`config.mk`:
```
export PLATFORM = sky130hd
export DESIGN_NAME = rtcmc_top
export DESIGN_NICKNAME = d
export VERILOG_FILES = /design/src/rtcmc_pkg.sv /design/src/rtcmc_tick_if.sv /design/src/rtcmc_top.sv /design/src/rtcmc_tick_div.sv
export VERILOG_INCLUDE_DIRS = /design/src
export SDC_FILE = /design/constraint.sdc
export NUM_CORES = 1
export LEC_CHECK = 0
export BUFFER_PORTS_ARGS = -buffer_cell sky130_fd_sc_hd__buf_2
export CAP_MARGIN = 10
export CORE_MARGIN = 10
export CORE_UTILIZATION = 56
export CTS_BUF_LIST = sky130_fd_sc_hd__clkbuf_16
export CTS_CLUSTER_DIAMETER = 150
export DETAILED_ROUTE_END_ITERATION = 12
export HOLD_SLACK_MARGIN = 0.08
export PLACE_DENSITY_LB_ADDON = 0.05
export SYNTH_ARGS = -nofsm -noshare
export SYNTH_HDL_FRONTEND = slang
export SYNTH_SLANG_ARGS = --single-unit
```
`constraint.sdc`:
```
create_clock -name i_mclk -period 4.9 [get_ports i_mclk]
set_clock_uncertainty 0.2 [all_clocks]
set_input_delay 0.49 -clock i_mclk [delete_from_list [all_inputs] [get_ports i_mclk]]
set_output_delay 0.49 -clock i_mclk [all_outputs]
set_load 0.005 [all_outputs]
```
`src/rtcmc_map.svh`:
```
`ifndef RTCMC_MAP_SVH
`define RTCMC_MAP_SVH

// ==========================================================================
// Constants of the match counter.
`define RTCMC_CNT_W 32
`define RTCMC_CNT_RST 32'h0000_0000
`define RTCMC_CNT_ONE 32'h0000_0001
`define RTCMC_CNT_TOP 32'hFFFF_FFFF
`define RTCMC_MCLK_HZ 125000000
`define RTCMC_TICK_HZ 1
`define RTCMC_TICK_DIV (`RTCMC_MCLK_HZ / `RTCMC_TICK_HZ)

`endif

```
`src/rtcmc_pkg.sv`:
```
package rtcmc_pkg;
  typedef logic [31:0] rtcmc_cnt_t;
endpackage

```
`src/rtcmc_tick_if.sv`:
```
`timescale 1ns/1ns
// ==========================================================================
// Carries the one-second enable from the divider to the counter.
interface rtcmc_tick_if;
  logic tick;
  modport src (output tick);
  modport dst (input tick);
endinterface

```
`src/rtcmc_top.sv`:
```
`timescale 1ns/1ns
`include "rtcmc_map.svh"
module rtcmc_top #(
  parameter int TICK_DIV = `RTCMC_TICK_DIV
) (
  input wire logic i_mclk,
  input wire logic i_rst_n,
  input wire logic i_soft_rst,
  input wire logic i_load,
  input wire logic [31:0] i_load_value,
  input wire logic i_match_wr,
  input wire logic [31:0] i_match_value,
  input wire logic i_irq_clr,
  output logic [31:0] o_current_count,
  output logic [31:0] o_match_value,
  output logic o_irq
);
  // ==========================================================================
  // State.
  rtcmc_pkg::rtcmc_cnt_t load_value_reg_q;
  rtcmc_pkg::rtcmc_cnt_t current_count_reg_q;
  rtcmc_pkg::rtcmc_cnt_t match_value_reg_q;
  logic irq_q;
  logic hit;
  logic [31:0] tick_gap_q;
  rtcmc_tick_if tick_if ();

  // ==========================================================================
  // Elaboration checks.
  // The word width is fixed by the counting rule, and a divider of zero
  // would space the counting steps 2^32 clock cycles apart.
  initial
  begin
    if (`RTCMC_CNT_W != 32)
    begin
      $error("Counter must be 32 bits wide");
    end
    if (TICK_DIV < 1)
    begin
      $error("TICK_DIV must be at least one");
    end
  end

  // ==========================================================================
  // Helpers.
  // Both resets clear the same state, so the decode lives in one place.
  // The match register deliberately does not use it: software keeps its
  // programmed alarm across a soft reset.
  function automatic logic rtcmc_clear_f(input logic rst_n, input logic soft_rst);
    return !rst_n || soft_rst;
  endfunction

  // One-hertz enable from the main clock; the only counting event.
  rtcmc_tick_div #(
    .DIV(TICK_DIV)
  ) u_div (
    .i_mclk(i_mclk),
    .i_rst_n(i_rst_n),
    .i_restart(i_soft_rst || i_load),
    .tick_if(tick_if)
  );

  // Load register keeps the last programmed start value.
  always_ff @(posedge i_mclk)
  begin
    if (rtcmc_clear_f(i_rst_n, i_soft_rst))
    begin
      load_value_reg_q <= `RTCMC_CNT_RST;
    end
    else if (i_load)
    begin
      load_value_reg_q <= i_load_value;
    end
  end

  // Counter: load wins over a tick, wraps at the top, never stops.
  // A match has no effect here, so an alarm never disturbs the time base.
  always_ff @(posedge i_mclk)
  begin
    if (rtcmc_clear_f(i_rst_n, i_soft_rst))
    begin
      current_count_reg_q <= `RTCMC_CNT_RST;
    end
    else if (i_load)
    begin
      current_count_reg_q <= i_load_value;
    end
    else if (tick_if.tick)
    begin
      current_count_reg_q <= current_count_reg_q + `RTCMC_CNT_ONE;
    end
  end

  // Match value updates at any time; compare always uses the stored copy.
  always_ff @(posedge i_mclk)
  begin
    if (!i_rst_n)
    begin
      match_value_reg_q <= `RTCMC_CNT_RST;
    end
    else if (i_match_wr)
    begin
      match_value_reg_q <= i_match_value;
    end
  end

  assign hit = (current_count_reg_q == match_value_reg_q);

  // Sticky flag; a new match in the clear cycle wins so no event is lost.
  // Limitation: while the count rests on the match value the flag cannot be
  // cleared; software must wait for the next counting step.
  always_ff @(posedge i_mclk)
  begin
    if (rtcmc_clear_f(i_rst_n, i_soft_rst))
    begin
      irq_q <= 1'b0;
    end
    else if (hit)
    begin
      irq_q <= 1'b1;
    end
    else if (i_irq_clr)
    begin
      irq_q <= 1'b0;
    end
  end

  assign o_current_count = current_count_reg_q;
  assign o_match_value = match_value_reg_q;
  assign o_irq = irq_q;

  // ==========================================================================
  // Check helper.
  // Cycles since the last tick or restart, so a check can confirm that the
  // counting steps keep their spacing independently of the divider.
  always_ff @(posedge i_mclk)
  begin
    if (!i_rst_n || i_soft_rst || i_load || tick_if.tick)
    begin
      tick_gap_q <= 32'h0000_0000;
    end
    else
    begin
      tick_gap_q <= tick_gap_q + `RTCMC_CNT_ONE;
    end
  end

  // ==========================================================================
  // Checks.
  // Some checks name the rule that they guard in a comment just above their label line.
  tick_gap_a: assert property (@(posedge i_mclk) disable iff (!i_rst_n)
    tick_if.tick |-> tick_gap_q == 32'(TICK_DIV - 1))
    else $error("tick spacing wrong");

  // A restart must swallow the tick of its own cycle.
  tick_none_a: assert property (@(posedge i_mclk) disable iff (!i_rst_n)
    (i_soft_rst || i_load) |-> !tick_if.tick)
    else $error("tick during restart");

  count_step_a: assert property (@(posedge i_mclk) disable iff (!i_rst_n)
    (!i_soft_rst && !i_load && tick_if.tick) |=> o_current_count == $past(o_current_count) + 32'h1)
    else $error("count did not step by one");
  count_hold_a: assert property (@(posedge i_mclk) disable iff (!i_rst_n)
    (!i_soft_rst && !i_load && !tick_if.tick) |=> $stable(o_current_count))
    else $error("count moved without tick");
  load_take_a: assert property (@(posedge i_mclk) disable iff (!i_rst_n)
    (i_load && !i_soft_rst) |=> o_current_count == $past(i_load_value))
    else $error("load value not taken");

  // The stored start value must follow the same strobe as the counter.
  load_reg_a: assert property (@(posedge i_mclk) disable iff (!i_rst_n)
    (i_load && !i_soft_rst) |=> load_value_reg_q == $past(i_load_value))
    else $error("load register not written");

  // The top of the range rolls over to zero rather than sticking.
  count_wrap_a: assert property (@(posedge i_mclk) disable iff (!i_rst_n)
    (tick_if.tick && !i_load && !i_soft_rst && o_current_count == `RTCMC_CNT_TOP)
    |=> o_current_count == `RTCMC_CNT_RST)
    else $error("count did not wrap");
  irq_set_a: assert property (@(posedge i_mclk) disable iff (!i_rst_n)
    (hit && !i_soft_rst) |=> o_irq)
    else $error("match did not raise interrupt");
  irq_hold_a: assert property (@(posedge i_mclk) disable iff (!i_rst_n)
    (o_irq && !i_irq_clr && !i_soft_rst) |=> o_irq)
    else $error("interrupt dropped without clear");

  // A clear away from a match must take effect at once.
  irq_clr_a: assert property (@(posedge i_mclk) disable iff (!i_rst_n)
    (o_irq && i_irq_clr && !hit && !i_soft_rst) |=> !o_irq)
    else $error("interrupt clear ignored");

  // A clear that meets a match loses, so the event is not dropped.
  irq_win_a: assert property (@(posedge i_mclk) disable iff (!i_rst_n)
    (hit && i_irq_clr && !i_soft_rst) |=> o_irq)
    else $error("clear beat a match");
  match_cont_a: assert property (@(posedge i_mclk) disable iff (!i_rst_n)
    (hit && tick_if.tick && !i_load && !i_soft_rst) |=> !hit || $past(o_match_value) != o_match_value)
    else $error("counter stopped at match");
  match_new_a: assert property (@(posedge i_mclk) disable iff (!i_rst_n)
    i_match_wr |=> o_match_value == $past(i_match_value))
    else $error("match value not updated");
  soft_rst_a: assert property (@(posedge i_mclk) disable iff (!i_rst_n)
    i_soft_rst |=> o_current_count == `RTCMC_CNT_RST && !o_irq)
    else $error("soft reset incomplete");

  // The alarm setting survives a soft reset.
  match_keep_a: assert property (@(posedge i_mclk) disable iff (!i_rst_n)
    (i_soft_rst && !i_match_wr) |=> $stable(o_match_value))
    else $error("soft reset lost match value");
endmodule

```
`src/rtcmc_tick_div.sv`:
```
`timescale 1ns/1ns
`include "rtcmc_map.svh"
// ==========================================================================
// Divider: one-cycle enable once every DIV clock cycles.
module rtcmc_tick_div #(
  parameter int DIV = `RTCMC_TICK_DIV
) (
  input wire logic i_mclk,
  input wire logic i_rst_n,
  input wire logic i_restart,
  rtcmc_tick_if.src tick_if
);
  logic [31:0] div_q;

  initial
  begin
    if (DIV < 1)
    begin
      $error("DIV must be at least one");
    end
  end

  // Restart keeps the first second whole after a soft reset or load.
  always_ff @(posedge i_mclk)
  begin
    if (!i_rst_n || i_restart)
    begin
      div_q <= 32'h0000_0000;
    end
    else if (div_q == 32'(DIV - 1))
    begin
      div_q <= 32'h0000_0000;
    end
    else
    begin
      div_q <= div_q + 32'h0000_0001;
    end
  end

  assign tick_if.tick = i_rst_n && !i_restart && (div_q == 32'(DIV - 1));
endmodule

```
**Word level (Yosys, flattened, before mapping)**

Cells that the tools add are included.
W data, S select, Z words.

- Bits in registers: 97
- Output and inout bits: 65

- Muxes and demuxes: 4
- Eq/ne operators: 2
- Reduce and logical (&&, ||, !) cells: 10
- $add $sub $neg: 2

Operator list:

| cell | count |
|---|---|
| $add A32 B1 Y32 const B | 2 |
| $mux W32 | 2 |
| $eq A32 B27 Y1 const B | 1 |
| $eq A32 B32 Y1 | 1 |
| $reduce_bool A2 Y1 | 2 |
| $logic_or A1 B1 Y1 | 3 |
| $logic_and A1 B1 Y1 | 2 |
| $logic_not A1 Y1 | 2 |
| $mux W1 | 2 |
| $reduce_or A2 Y1 | 1 |

**Logic depth before layout (Yosys ltp)**

- Depth in word-level cells: 6
- Depth in mapped cells: 9

**Cells and area by module**

From an unflattened synthesis, not the netlist that was laid out.

- Cells, all modules: 554
- Area total of the unflattened synthesis: 4890.9 um^2

By module, submodules not included:

| module | instances | cells an instance | area an instance (um^2) |
|---|---|---|---|
| rtcmc_top | 1 | 370 | 3311.9 |
| rtcmc_tick_div | 1 | 184 | 1579.0 |

**Worst setup path before layout**

No wires, ideal clock.

- Path type: register -> register
- Start: register u_div.div_q[0]
- End: register current_count_reg_q[24], in the netlist o_current_count[24]
- Period minus slack after synthesis: 2457 ps
- Slack: 2443 ps
- Arrival time: 2123 ps
- Library setup time: 134 ps
- Cell stages (with the launch flop): 9
- Cells stage by stage: dfxtp_1 -> ha_1 -> nor3b_1 -> nand4_1 -> or4_4 -> buf_6 -> nor3_1 -> xnor2_1 -> o22ai_1

- Word-level cells in the longest chain between the ends: 3

Ends and longest elaborated chain:

| item | RTL line | RTL |
|---|---|---|
| start, declared | rtcmc_tick_div.sv:13 | `logic [31:0] div_q;` |
| start signal, assigned | rtcmc_tick_div.sv:36 | `div_q <= div_q + 32'h0000_0001;` |
| $eq A32 B27 Y1 | rtcmc_tick_div.sv:40 | `assign tick_if.tick = i_rst_n && !i_restart && (div_q == 32'(DIV - 1));` |
| $logic_and A1 B1 Y1 | rtcmc_tick_div.sv:40 |  |
| $reduce_bool A2 Y1 (no source line) | n/a |  |
| end signal, assigned | rtcmc_top.sv:82 | `` current_count_reg_q <= `RTCMC_CNT_RST; `` |
| end signal, assigned | rtcmc_top.sv:86 | `current_count_reg_q <= i_load_value;` |
| end signal, assigned | rtcmc_top.sv:90 | `` current_count_reg_q <= current_count_reg_q + `RTCMC_CNT_ONE; `` |
| end, declared | rtcmc_top.sv:21 | `rtcmc_pkg::rtcmc_cnt_t current_count_reg_q;` |

No other way between the ends.
A chain may end at the register's enable or synchronous reset.

**Worst setup path in the final report**

- Start: register u_div.div_q[0]
- End: register u_div.div_q[14]

- Word-level cells in the longest chain between the ends: 2
- Elaborated cells between the ends (all ways): 3
- Classes of those cells: add/sub (1); eq/ne (1); reduce/logical (1)

Ends and longest elaborated chain:

| item |
|---|
| branches (longest 2 deep; another with $add A32 B1 Y32) |

Parallel ways; which one is timed is not known.

==> reports/results.md <==
• crit path DAT: 2.97 ns
• Hold Worst Slack: 0.198 ns
• CTS Buf Count: 9
• Max Buffers Root-to-Sink: 2
• part of the power in combinational logic: 10.4%
• proportion of synthesized flip-flops having asynchronous set or reset: 0%
• post-synthesis net count: 596
• latest clock arrival within the worst-skew pair: 0.34 ns
• Setup crit start kind: flip-flop
• power density over the cells: 293 nW/um^2
• area of the mapped netlist: 4720 um^2
• total of endpoints with negative setup slack in the final report: 0
• area fraction of the dominant cell type after synthesis: 41.1%
• cell row count: 33
• Leak Pwr: 2.31 nW
• Vert. Die Dim: 112 um
• endpoint of the most critical setup path: u_div.div_q[14]$_SDFF_PP0_
• CP Class: flip-flop to flip-flop
• Max Fclk: 336 MHz
• data required time at the worst endpoint: 4.90 ns
• cell-internal power: 1.25 mW
• count of hold-fix buffers inserted at cts: 0
• ports placed on the boundary: 135
• unrepaired setup endpoints after global routing: false
• drt drc: 0
• H-tree level count: 3
• sequential-to-total area share from yosys stat: 41.1%
• Placed Instance Area: 5430 um^2
• initial core utilization: 57.5%
• register-to-register setup slack: 1.92 ns
• Least-Margin Pin Slew: 0.975 ns
• post-synth cell types: 39
• share of total power consumed by net switching: 25.1%
• min Tclk post-route: 2.98 ns
• final cell area excluding filler cells: 5700 um^2
• critical path launch point: u_div.div_q[0]$_SDFF_PP0_
• post-route setup slack: 1.92 ns
• fraction of power consumed by the clock network: 38.7%
• proportion of layout cells with a drive suffix above 1: 24.3%
• yosys synthesis warning count: 0
• final layout net count: 718
• TritonCTS clock tree: built
• Ant. Diodes: 0
• via count of the first global-routing pass: 4057
• Min-Delay Path Class: input port to flip-flop
• horizontal die dimension: 112 um
• Max FO, Critical Path: 32
• maximum number of pins on one net before global-route repair: 53
• residual antenna-violating net count after detailed routing: 0
• routed vias: 4025
• number of flops mapped to enable cells by yosys: 0
• sum of negative setup slack: 0 ns
• routed length per placed instance: 16.9 um
• commonest cells in the netlist: 97 x sky130_fd_sc_hd__dfxtp_1, 65 x sky130_fd_sc_hd__nor2_1, 56 x sky130_fd_sc_hd__xnor2_1
• share of the clock period used by the worst path after layout: 60.7%
• power consumption: 1.67 mW
• fraction of the core area covered by cells at the end of the flow: 69.4%
• outcome: completed
• number of inserted filler cells in the final layout: 696
• area delta synth->final: 20.7%
• count of buffers inserted at the top-level ports: 134
• placed wire-length estimate after detailed placement: 9950 um
• Final Hold Viols: 0
• Area contributors post-synth: sky130_fd_sc_hd__dfxtp_1 41%, sky130_fd_sc_hd__xnor2_1 10%, sky130_fd_sc_hd__mux2i_1 7.6%
• Clock Root Buffer: sky130_fd_sc_hd__clkbuf_16
• depth of the most critical reg-to-reg path: 6
• Reg-to-Reg End: u_div.div_q[14]$_SDFF_PP0_
• number of gates resized after cts: 0
• router iterations before antenna repair: 4
• cell count after placement: 740
• gate count of the mapped netlist: 524
• proportion of power drawn by flip-flops and latches: 50.9%
• primary flip-flop cell chosen by synthesis mapping: sky130_fd_sc_hd__dfxtp_1
• placeable core region: 8220 um^2
• remaining global-route overflow: 0
• number of max-capacitance violations reported: 0
• number of antenna violations at the first check in global routing: 0
• Placer Congestion: 0.862
• Max rail drop VDD: 155 uV
• first-pass GRT wire length: 20900 um
• buffers inserted by post-CTS timing repair: 0
• DRC marker count from the first detailed-route iteration: 185
• number of flip-flops and latches in the synthesized netlist: 97
• Sink Count: 97
• Slew Limit Headroom: 34.4%
• worst setup timing slack at the placement stage: 1.97 ns
• Psw: 0.419 mW
• library cell with the highest instance count after synthesis: sky130_fd_sc_hd__dfxtp_1
• clock-pin slew on the worst setup and hold paths: 0.07 ns
• reg2reg start: u_div.div_q[0]$_SDFF_PP0_
• critical path endpoint category: flip-flop
• die area: 12500 um^2
• Total Routing Usage GR: 19.9%
• count of pins over their slew limit: 0
• Vias per Instance: 5.32
• Synth area leader: sky130_fd_sc_hd__dfxtp_1
• average cell area after synthesis: 9.01 um^2
• fin cells: 756
• Total Wirelength: 12800 um
## state kept, by name, summed over array words and instances, names as in the netlist
signal           cells
o_current_count     32
o_match_value       32
u_div.div_q         32
o_irq                1
## cells by family after synthesis
kind of cell / share of synthesized area (%)
flops: 41.1
mux: 7.63
xor+xnor: 16.1
compound gates: 5.96
fa+ha+maj: 0.530
simple gates: 25.4
buf+inv: 3.28
## critical path, cell delays in order, from the launching register on
cell and delay, ns:
sky130_fd_sc_hd__dfxtp_1 0.39, sky130_fd_sc_hd__ha_1 0.24, sky130_fd_sc_hd__nor3b_1 0.30, sky130_fd_sc_hd__nand4_1 0.27
sky130_fd_sc_hd__nor3_1 0.67, sky130_fd_sc_hd__or2_2 0.62, sky130_fd_sc_hd__nor2_1 0.12
## worst min-delay path by stage
stage	from	end	cells past startpoint
6_report	i_load_value[6]	o_current_count[6]$_SDFFE_PP0P_	3
5_1_grt	i_load_value[24]	o_current_count[24]$_SDFFE_PP0P_	3
4_1_cts	i_load_value[6]	o_current_count[6]$_SDFFE_PP0P_	3
3_5_place_dp	u_div.div_q[0]$_SDFF_PP0_	u_div.div_q[0]$_SDFF_PP0_	1
3_3_place_gp	u_div.div_q[0]$_SDFF_PP0_	u_div.div_q[0]$_SDFF_PP0_	1
2_1_floorplan	u_div.div_q[0]$_SDFF_PP0_	u_div.div_q[0]$_SDFF_PP0_	1
## power groups by stage
| stage | registers (mW) | logic, mW | clock network (mW) |
|---|---|---|---|
| floorplan | 0.862 | 0.0956 | 0 |
| global placement | 0.865 | 0.172 | 0 |
| detailed placement | 0.867 | 0.174 | 0 |
| CTS | 0.849 | 0.176 | 0.660 |
| global route | 0.853 | 0.193 | 0.697 |
| finish | 0.849 | 0.174 | 0.647 |
## cell usage in the layout (no fill, tap or decap), types with 2 or more instances in the layout
master / Yosys / layout
sky130_fd_sc_hd__clkinv_2: 0 / 3
sky130_fd_sc_hd__clkinv_1: 1 / 2
sky130_fd_sc_hd__nand2b_1: 2 / 2
sky130_fd_sc_hd__clkbuf_16: 0 / 9
sky130_fd_sc_hd__or3_1: 6 / 6
sky130_fd_sc_hd__inv_1: 11 / 11
sky130_fd_sc_hd__o22ai_1: 3 / 3
sky130_fd_sc_hd__nand4_1: 29 / 29
sky130_fd_sc_hd__nand2_1: 26 / 26
sky130_fd_sc_hd__xor2_1: 31 / 31
sky130_fd_sc_hd__buf_2: 4 / 134
sky130_fd_sc_hd__and4_1: 5 / 5
sky130_fd_sc_hd__inv_6: 0 / 2
sky130_fd_sc_hd__mux2i_1: 36 / 36
sky130_fd_sc_hd__a21oi_1: 9 / 9
sky130_fd_sc_hd__nor3_1: 8 / 8
sky130_fd_sc_hd__ha_1: 2 / 2
sky130_fd_sc_hd__a211oi_1: 24 / 24
sky130_fd_sc_hd__dfxtp_1: 97 / 97
sky130_fd_sc_hd__and2_1: 2 / 2
sky130_fd_sc_hd__nor2_1: 65 / 65
sky130_fd_sc_hd__nor2b_1: 33 / 33
sky130_fd_sc_hd__buf_4: 1 / 2
sky130_fd_sc_hd__nor4_1: 7 / 7
sky130_fd_sc_hd__xnor2_1: 56 / 56
sky130_fd_sc_hd__o21ai_0: 6 / 6
sky130_fd_sc_hd__nand3_1: 22 / 22
sky130_fd_sc_hd__nor4b_1: 3 / 3
sky130_fd_sc_hd__and3_1: 5 / 5
## metal layers
layer | share of wire (%) | GRT usage, % | vias up
met5 | 0 | 0 | -
met4 | 0.85 | 4.71 | 0
met3 | 8.4 | 6.12 | 11
met2 | 46 | 30.9 | 133
met1 | 45 | 26.3 | 1826
li1 | - | - | 2055
## final cells by class
| type | instances | area [um^2] | share of cell area [%] |
|---|---|---|---|
| Tap cell | 105 | 131 | 2.30 |
| Clock buffer | 9 | 225 | 3.95 |
| Multi-Input combinational cell | 390 | 2630 | 46.1 |
| Sequential cell | 97 | 1940 | 34.1 |
| Clock inverter | 7 | 45.0 | 0.790 |
| Inverter | 12 | 45.0 | 0.790 |
| Timing Repair Buffer | 136 | 686 | 12.0 |
Note: power is estimated with default switching activity, not from simulation.
